--- config.mk ---
export PLATFORM = sky130hd
export DESIGN_NAME = ntp_regs
export DESIGN_NICKNAME = d
export VERILOG_FILES = /design/src/verilog/ntp_pkg.sv /design/src/verilog/ntp_osc.sv /design/src/verilog/ntp_regs.sv
export SDC_FILE = /design/constraint.sdc
export NUM_CORES = 1
export LEC_CHECK = 0
export BUFFER_PORTS_ARGS = -buffer_cell sky130_fd_sc_hd__buf_2
export CORE_ASPECT_RATIO = 0.7
export CORE_MARGIN = 2
export CORE_UTILIZATION = 63
export DETAILED_ROUTE_END_ITERATION = 7
export GPL_ROUTABILITY_DRIVEN = 0
export PLACE_DENSITY = 0.86
export SETUP_SLACK_MARGIN = 0.15
export SLEW_MARGIN = 0
export SYNTH_ARGS = -nofsm -noshare
export SYNTH_HDL_FRONTEND = slang
export SYNTH_SLANG_ARGS = --single-unit
--- constraint.sdc ---
create_clock -name CLK_SYS_I -period 8.2 [get_ports CLK_SYS_I]
set_clock_uncertainty 0.1 [all_clocks]
set_input_delay 1.64 -clock CLK_SYS_I [delete_from_list [all_inputs] [get_ports CLK_SYS_I]]
set_output_delay 1.64 -clock CLK_SYS_I [all_outputs]
set_load 0.02 [all_outputs]
--- src/verilog/ntp_pkg.sv ---
// Package with register map, field layouts and reset values of the oscillator tuning registers.
package ntp_pkg;
    localparam int unsigned TW_W = 64;
    localparam int unsigned PH_W = 16;
    localparam int unsigned ACC_W = 32;
    localparam int unsigned ADDR_W = 12;
    // Printed offsets are not all multiples of four, so they are indices; byte address is four times.
    localparam logic [ADDR_W-1:0] IDX_OSC2_TW = 12'h330;
    localparam logic [ADDR_W-1:0] IDX_OSC3_TW = 12'h338;
    localparam logic [ADDR_W-1:0] IDX_OSC0_PH = 12'h340;
    localparam logic [ADDR_W-1:0] IDX_OSC1_PH = 12'h342;
    localparam logic [ADDR_W-1:0] IDX_CTRL = 12'h350;
    localparam logic [ADDR_W-1:0] IDX_STATUS = 12'h351;
    localparam logic [ADDR_W+1:0] ADR_OSC2_TW_LO = {IDX_OSC2_TW, 2'b00};
    localparam logic [ADDR_W+1:0] ADR_OSC2_TW_HI = {IDX_OSC2_TW, 2'b00} + 14'h0004;
    localparam logic [ADDR_W+1:0] ADR_OSC3_TW_LO = {IDX_OSC3_TW, 2'b00};
    localparam logic [ADDR_W+1:0] ADR_OSC3_TW_HI = {IDX_OSC3_TW, 2'b00} + 14'h0004;
    localparam logic [ADDR_W+1:0] ADR_OSC0_PH = {IDX_OSC0_PH, 2'b00};
    localparam logic [ADDR_W+1:0] ADR_OSC1_PH = {IDX_OSC1_PH, 2'b00};
    localparam logic [ADDR_W+1:0] ADR_CTRL = {IDX_CTRL, 2'b00};
    localparam logic [ADDR_W+1:0] ADR_STATUS = {IDX_STATUS, 2'b00};
    // Control and status register fields and reset values.
    localparam int unsigned CTRL_SS_BIT = 0;
    localparam int unsigned CTRL_SRC_LSB = 1;
    localparam int unsigned SRC_W = 2;
    localparam int unsigned CTRL_DPEN_BIT = 3;
    localparam int unsigned CTRL_FREN_BIT = 4;
    localparam int unsigned CTRL_W = 5;
    localparam int unsigned STAT_PEND_BIT = 0;
    localparam int unsigned STAT_FREN_BIT = 1;
    localparam int unsigned STAT_W = 2;
    localparam logic [TW_W-1:0] TW_RST = 64'h0000_0000_0000_0000;
    localparam logic [PH_W-1:0] PH_RST = 16'h0000;
    localparam logic [CTRL_W-1:0] CTRL_RST = 5'h00;
    localparam logic [ACC_W-1:0] ACC_RST = 32'h0000_0000;
    // Trigger sources selected by osc_update_trigger_select.
    localparam logic [SRC_W-1:0] SRC_SOFT = 2'h0;
    localparam logic [SRC_W-1:0] SRC_SYSREF = 2'h1;
    localparam logic [SRC_W-1:0] SRC_PIN = 2'h2;
    localparam logic [SRC_W-1:0] SRC_NONE = 2'h3;
    localparam logic [1:0] HTRANS_NONSEQ = 2'h2;
    localparam logic [2:0] HSIZE_WORD = 3'h2;
    localparam logic [1:0] ZERO2 = 2'h0;
endpackage

--- src/verilog/ntp_osc.sv ---
// Phase accumulator with late phase offset for one oscillator.
module ntp_osc
    import ntp_pkg::*;
(
    input wire logic clk_i,
    input wire logic rstn_i,
    input wire logic run_i,
    input wire logic [TW_W-1:0] tw_i,
    input wire logic [PH_W-1:0] ph_i,
    output logic [ACC_W-1:0] phase_o
);
    logic [TW_W-1:0] acc_reg;
    logic [ACC_W-1:0] phase_next;

    // Modulo-2^64 sum: signed and unsigned words give the same wrap.
    always_ff @(posedge clk_i or negedge rstn_i) begin
        if (!rstn_i) begin
            acc_reg <= TW_RST;
        end else if (run_i) begin
            acc_reg <= acc_reg + tw_i;
        end
    end

    // Offset is left justified and added after the accumulator.
    assign phase_next = acc_reg[TW_W-1 -: ACC_W] + {ph_i, {(ACC_W-PH_W){1'b0}}};

    always_ff @(posedge clk_i or negedge rstn_i) begin
        if (!rstn_i) begin
            phase_o <= ACC_RST;
        end else begin
            phase_o <= phase_next;
        end
    end
endmodule

--- src/verilog/ntp_regs.sv ---
// Oscillator tuning and phase registers with shadow staging and AHB-Lite access.
// How it works
// - Oscillator advances by tuning word times 2^-64 of the sample rate.
// - Tuning word works identically read as signed or unsigned.
// - Written tuning words and phase offsets are staged and applied only at the selected sync event.
// - Fast reconfiguration mode overrides programmed tuning words and phase offsets.
// - Phase offset is left justified in 32 bits and added to accumulator.
// - Phase offset is a fraction of a full cycle, signed or unsigned.
// - Phase offset is applied after the accumulator, never resetting it.
//
// The AHB-Lite slave port was chosen for this implementation.
module ntp_regs
    import ntp_pkg::*;
(
    // Clock and reset.
    input wire logic CLK_SYS_I,
    input wire logic RSTN_I,
    // AHB-Lite slave.
    input wire logic HSEL_I,
    input wire logic [31:0] HADDR_I,
    input wire logic [1:0] HTRANS_I,
    input wire logic HWRITE_I,
    input wire logic [2:0] HSIZE_I,
    input wire logic [31:0] HWDATA_I,
    input wire logic HREADY_I,
    output logic [31:0] HRDATA_O,
    output logic HREADYOUT_O,
    output logic HRESP_O,
    // Sync sources and fast reconfiguration settings.
    input wire logic SYSREF_EVENT_I,
    input wire logic PIN_EVENT_I,
    input wire logic [TW_W-1:0] FR_TW2_I,
    input wire logic [TW_W-1:0] FR_TW3_I,
    input wire logic [PH_W-1:0] FR_PH0_I,
    input wire logic [PH_W-1:0] FR_PH1_I,
    // Update event and oscillator phase outputs.
    output logic OSC_UPDATE_EVENT_O,
    output logic [ACC_W-1:0] OSC2_PHASE_O,
    output logic [ACC_W-1:0] OSC3_PHASE_O,
    output logic [ACC_W-1:0] OSC0_PHASE_OFFSET_O,
    output logic [ACC_W-1:0] OSC1_PHASE_OFFSET_O
);
    logic [TW_W-1:0] tw2_shadow_reg, tw3_shadow_reg, tw2_active_reg, tw3_active_reg;
    logic [PH_W-1:0] ph0_shadow_reg, ph1_shadow_reg, ph0_active_reg, ph1_active_reg;
    logic [CTRL_W-1:0] ctrl_reg;
    logic pending_reg;
    logic wr_pend_reg;
    logic [ADDR_W+1:0] wr_addr_reg;
    logic [31:0] rdata_next;
    logic addr_phase;
    logic sync_sel, fast_reconfig_enable, datapath_enable, trig, update;
    logic [SRC_W-1:0] src_sel;
    logic [TW_W-1:0] tw2_use, tw3_use;
    logic [PH_W-1:0] ph0_use, ph1_use;
    logic [ACC_W-1:0] osc2_phase, osc3_phase;

    assign sync_sel = ctrl_reg[CTRL_SS_BIT];
    assign src_sel = ctrl_reg[CTRL_SRC_LSB +: SRC_W];
    assign datapath_enable = ctrl_reg[CTRL_DPEN_BIT];
    assign fast_reconfig_enable = ctrl_reg[CTRL_FREN_BIT];
    assign addr_phase = HSEL_I && HREADY_I && HTRANS_I[1];

    // Zero-wait slave, always OKAY.
    assign HREADYOUT_O = 1'b1;
    assign HRESP_O = 1'b0;

    always_ff @(posedge CLK_SYS_I or negedge RSTN_I) begin
        if (!RSTN_I) begin
            wr_pend_reg <= 1'b0;
            wr_addr_reg <= '0;
        end else begin
            wr_pend_reg <= addr_phase && HWRITE_I;
            wr_addr_reg <= HADDR_I[ADDR_W+1:0];
        end
    end

    // Software writes land in shadows, except control writes, which go straight to ctrl_reg.
    always_ff @(posedge CLK_SYS_I or negedge RSTN_I) begin
        if (!RSTN_I) begin
            tw2_shadow_reg <= TW_RST;
            tw3_shadow_reg <= TW_RST;
            ph0_shadow_reg <= PH_RST;
            ph1_shadow_reg <= PH_RST;
            ctrl_reg <= CTRL_RST;
        end else if (wr_pend_reg) begin
            case (wr_addr_reg)
                ADR_OSC2_TW_LO: tw2_shadow_reg[31:0] <= HWDATA_I;
                ADR_OSC2_TW_HI: tw2_shadow_reg[63:32] <= HWDATA_I;
                ADR_OSC3_TW_LO: tw3_shadow_reg[31:0] <= HWDATA_I;
                ADR_OSC3_TW_HI: tw3_shadow_reg[63:32] <= HWDATA_I;
                ADR_OSC0_PH: ph0_shadow_reg <= HWDATA_I[PH_W-1:0];
                ADR_OSC1_PH: ph1_shadow_reg <= HWDATA_I[PH_W-1:0];
                ADR_CTRL: ctrl_reg <= HWDATA_I[CTRL_W-1:0];
                default: ctrl_reg <= ctrl_reg;
            endcase
        end
    end

    // Selected trigger, honoured only while the sync select bit is set.
    always_comb begin
        case (src_sel)
            SRC_SOFT: trig = wr_pend_reg && (wr_addr_reg == ADR_CTRL) && HWDATA_I[CTRL_SS_BIT];
            SRC_SYSREF: trig = SYSREF_EVENT_I;
            SRC_PIN: trig = PIN_EVENT_I;
            default: trig = 1'b0;
        endcase
    end
    assign update = sync_sel && trig;

    // Pending flag: a new write sets it, the update clears it; set wins.
    always_ff @(posedge CLK_SYS_I or negedge RSTN_I) begin
        if (!RSTN_I) begin
            pending_reg <= 1'b0;
        end else if (wr_pend_reg && (wr_addr_reg inside {ADR_OSC2_TW_LO, ADR_OSC2_TW_HI, ADR_OSC3_TW_LO,
                     ADR_OSC3_TW_HI, ADR_OSC0_PH, ADR_OSC1_PH})) begin
            pending_reg <= 1'b1;
        end else if (update) begin
            pending_reg <= 1'b0;
        end
    end

    // All shadows move to active copies in one cycle.
    always_ff @(posedge CLK_SYS_I or negedge RSTN_I) begin
        if (!RSTN_I) begin
            tw2_active_reg <= TW_RST;
            tw3_active_reg <= TW_RST;
            ph0_active_reg <= PH_RST;
            ph1_active_reg <= PH_RST;
            OSC_UPDATE_EVENT_O <= 1'b0;
        end else begin
            OSC_UPDATE_EVENT_O <= update;
            if (update) begin
                tw2_active_reg <= tw2_shadow_reg;
                tw3_active_reg <= tw3_shadow_reg;
                ph0_active_reg <= ph0_shadow_reg;
                ph1_active_reg <= ph1_shadow_reg;
            end
        end
    end

    // Fast reconfiguration takes the settings from its own port.
    assign tw2_use = fast_reconfig_enable ? FR_TW2_I : tw2_active_reg;
    assign tw3_use = fast_reconfig_enable ? FR_TW3_I : tw3_active_reg;
    assign ph0_use = fast_reconfig_enable ? FR_PH0_I : ph0_active_reg;
    assign ph1_use = fast_reconfig_enable ? FR_PH1_I : ph1_active_reg;

    ntp_osc u_osc2 (
        .clk_i(CLK_SYS_I),
        .rstn_i(RSTN_I),
        .run_i(datapath_enable),
        .tw_i(tw2_use),
        .ph_i(PH_RST),
        .phase_o(osc2_phase)
    );

    ntp_osc u_osc3 (
        .clk_i(CLK_SYS_I),
        .rstn_i(RSTN_I),
        .run_i(datapath_enable),
        .tw_i(tw3_use),
        .ph_i(PH_RST),
        .phase_o(osc3_phase)
    );

    assign OSC2_PHASE_O = osc2_phase;
    assign OSC3_PHASE_O = osc3_phase;

    // Left-justified offsets for oscillators 0 and 1, whose accumulators live elsewhere.
    always_ff @(posedge CLK_SYS_I or negedge RSTN_I) begin
        if (!RSTN_I) begin
            OSC0_PHASE_OFFSET_O <= ACC_RST;
            OSC1_PHASE_OFFSET_O <= ACC_RST;
        end else begin
            OSC0_PHASE_OFFSET_O <= {ph0_use, {(ACC_W-PH_W){1'b0}}};
            OSC1_PHASE_OFFSET_O <= {ph1_use, {(ACC_W-PH_W){1'b0}}};
        end
    end

    // Read mux reads shadows; unmapped words read zero.
    always_comb begin
        case (HADDR_I[ADDR_W+1:0])
            ADR_OSC2_TW_LO: rdata_next = tw2_shadow_reg[31:0];
            ADR_OSC2_TW_HI: rdata_next = tw2_shadow_reg[63:32];
            ADR_OSC3_TW_LO: rdata_next = tw3_shadow_reg[31:0];
            ADR_OSC3_TW_HI: rdata_next = tw3_shadow_reg[63:32];
            ADR_OSC0_PH: rdata_next = {{(32-PH_W){1'b0}}, ph0_shadow_reg};
            ADR_OSC1_PH: rdata_next = {{(32-PH_W){1'b0}}, ph1_shadow_reg};
            ADR_CTRL: rdata_next = {{(32-CTRL_W){1'b0}}, ctrl_reg};
            ADR_STATUS: rdata_next = {{(32-STAT_W){1'b0}}, fast_reconfig_enable, pending_reg};
            default: rdata_next = 32'h0000_0000;
        endcase
    end

    always_ff @(posedge CLK_SYS_I or negedge RSTN_I) begin
        if (!RSTN_I) begin
            HRDATA_O <= 32'h0000_0000;
        end else if (addr_phase && !HWRITE_I) begin
            HRDATA_O <= rdata_next;
        end
    end
endmodule

==> flow_summary.ini <==
[sta]
timing.final.crit_period_ns = 5.08
hold_violations = 0
timing.fmax_ghz = 0.197
setup_tns_ns = 0
grt_setup_unrepaired = no
post-route-worst-setup-slack_ns = 3.12
slew_headroom = 0.0797
final_setup_violation_count = 0
slew_viol_final = 0
worst_slew_pin_slew_ns = 1.37
final_min_period_over_clock_period = 0.620

[cts]
cts.sinks = 598
post_cts_resized = 0
cts_root_buf = sky130_fd_sc_hd__clkbuf_16
holdBufCountCts = 0
post-cts-setup-buffers = 0
clkTransAtPathRegs_ns = 0.07
clk_latency_ns = 0.65
cts_tree = yes
cts_inserted_buffers = 56
htreeDepth = 2
clock_tree.buffer_depth = 3

[synth]
netlist-cell-type-count = 89
netlist.top_cell.by_area = sky130_fd_sc_hd__dfrtp_1
synth-main-ff-cell = sky130_fd_sc_hd__dfrtp_1
netlist_area_sq_um = 31600
synth.top_cells.by_area = sky130_fd_sc_hd__dfrtp_1 47%, sky130_fd_sc_hd__mux2_2 20%, sky130_fd_sc_hd__ha_1 5.0%
netlist.area_leader.share = 0.473
number_of_enable_flip_flop_cells_after_synthesis = 0
yosysWarningCount = 0
postSynth.asyncResetShare = 1.00
postSynthRegisterBits = 598
post_synth_inst_count = 2653
postSynthAreaPerCell_sq_um = 11.9
seq_area_frac_synth = 0.473

[flow_run]
drv_cap = 0

[floorplanning]
fp.dieArea_sq_um = 52100
row_count = 68
die_height_um = 192
design.portCount = 399
floorplan.die.width_um = 272
floorplan.initialDensity = 0.640
placeableCoreArea_sq_um = 49400

[finish]
layout.nets = 3287
finish.cell_count_without_fillers = 3644
syn2layout_area_growth_pct = 12.5
postLayoutCoreUtil = 0.720
share_of_cells_above_drive_strength_1 = 0.368

[critical_path]
critPathLaunchType = flop
worst_setup_path_startpoint = ctrl_reg[4]$_DFFE_PN0N_
crit_required_ns = 8.58
crit_path_max_incr_delay_ns = 0.80
timing.critical_path.arrival_ns = 5.46
timing.reg2reg.worst_path_depth = 13
crit_type = flop to flop
worstPathCellList = buf_4, mux2_2, ha_1, a21oi_1, o211ai_1, a21oi_1, a21oi_1, a41o_1, a31oi_1, a211oi_1, o31ai_1, xor2_1, a21oi_1
path_common_cell = sky130_fd_sc_hd__a21oi_1
critical_path.slowest_cell = sky130_fd_sc_hd__buf_4
regToRegStartpoint = ctrl_reg[4]$_DFFE_PN0N_
worst_setup_path_end_kind = flop
crit_fanout = 69

[global_route]
number_of_antenna_violations_at_the_first_check_in_global_routing = 13
grt_first_pass_wirelength_um = 134000
grt_pass1_vias = 23400
track_usage = 0.335
overflow_left_after_global_routing = 0
pin_count_of_the_biggest_net_entering_global_routing = 164

[place]
placed_cells_incl_taps = 3530
post-place-ws_ns = 2.77
dpl.hpwl_um = 62500
numPortBuffers = 342

[detailed_routing]
detail-route-antenna-nets = 0
dr_total_vias = 23700
drtIter0Drc = 2585
final_routed_drc_violation_total = 0
postRouteWirelength_um = 87700
detail_route.first_pass.iterations = 8
vias_per_cell = 6.51
average_wire_per_standard_cell_um = 24.1

[outcome]
status = finished, final reports clean

[power_and_ir_drop]
power.density_cell_area_nw_per_um2 = 323
p_leak_nw = 16.7
irDropWorstVdd_v = 0.000193

[min_path]
timing.hold.worst.start = u_osc2.acc_reg[52]$_DFFE_PN0P_
worstHoldPathCells = 0
min_path_type = flop to flop
-- metrics by stage --
stage | area (sq um) | hold slack (ns) | power (mW)
final | 35600 | 0.288 | 11.5
after global routing | 35600 | 0.302 | 12.1
after CTS | 35600 | 0.280 | 11.4
after detailed placement | 33600 | 0.295 | 8.61
after global placement | 33600 | 0.284 | 8.38
after floorplan | 31800 | 0.272 | 7.43
-- logic make-up (layout without fill, tap and decap cells) --
logic type,after synthesis,in the layout,synth area share
XOR/XNOR,114,114,0.0316
AO/OA/AOI/OAI,519,519,0.106
flip-flops,598,598,0.473
adder cells (fa/ha/maj),128,128,0.0511
other,2,44,0.000237
multiplexers,628,628,0.235
buffers and inverters,215,499,0.0327
AND/OR/NAND/NOR,449,449,0.0714
-- worst max-delay path, delay by kind of cell (launching register included) --
| family | cells | cell delay [ns] |
|---|---|---|
| xor+xnor | 1 | 0.18 |
| mux | 1 | 0.43 |
| compound gates | 9 | 2.50 |
| flops | 1 | 0.52 |
| buf+inv | 1 | 0.80 |
| fa+ha+maj | 1 | 0.35 |
-- path summary, 6_finish.rpt --
path | slack, ns | end
min in group asynchronous | 0.89 | tw2_active_reg[61]$_DFFE_PN0P_
max in group asynchronous | 5.56 | u_osc2.acc_reg[1]$_DFFE_PN0P_
min | 0.29 | u_osc2.phase_o[20]$_DFF_PN0_
min reg2reg | 0.29 | u_osc2.phase_o[20]$_DFF_PN0_
max reg2reg | 3.12 | u_osc3.acc_reg[62]$_DFFE_PN0P_
max | 3.12 | u_osc3.acc_reg[62]$_DFFE_PN0P_
-- cell type report --
class	count	area (sq um)
Multi-Input combinational cell	1872	15800
Sequential cell	598	15000
Fill cell	3217	13800
Timing Repair Buffer	359	1890
Clock buffer	80	1620
Tap cell	665	832
Clock inverter	24	343
Inverter	36	135
Antenna cell	10	25.0
-- per-layer routing --
metal	GRT usage	part of all wire	wire, um
met5	0	0.00015	13
met4	0.167	0.051	4440
met3	0.0721	0.097	8520
met2	0.516	0.46	39900
met1	0.455	0.40	34800
-- power breakdown --
group / leakage (nW) / internal [mW] / switching [mW] / total [mW]
clock: 0.961 / 1.58 / 1.19 / 2.77
combinational: 8.29 / 2.01 / 2.72 / 4.73
sequential: 7.47 / 3.58 / 0.428 / 4.01
total: 16.7 / 7.17 / 4.34 / 11.5
-- layout by cell type, fill, tap and decap left out, drive strengths merged, types with 11 or more instances in the layout --
cell type	Yosys	layout
o21bai	30	30
buf	82	359
o31ai	11	11
nand4	45	45
inv	35	36
a21o	71	71
conb	2	34
mux4	32	32
xnor2	69	69
nor2	76	76
o21ai	117	117
clkbuf	97	80
mux2	589	589
a31oi	13	13
xor2	45	45
a21oi	166	166
clkinv	1	15
nand2	157	157
a222oi	13	13
nand3	37	37
nor4	11	11
nand2b	17	17
nor2b	12	12
o21a	16	16
ha	126	126
nor3	29	29
and3	12	12
dfrtp	598	598
-- synthesized netlist by cell type (all sizes together), types with 16 or more instances --
master	instances
o21ai	117
mux2	589
nor3	29
xnor2	69
mux4	32
clkbuf	97
a21oi	166
o21bai	30
nand3	37
a21o	71
nand4	45
xor2	45
nand2b	17
buf	82
ha	126
dfrtp	598
nand2	157
o21a	16
nor2	76
inv	35
Note: power is estimated with default switching activity, not from simulation.
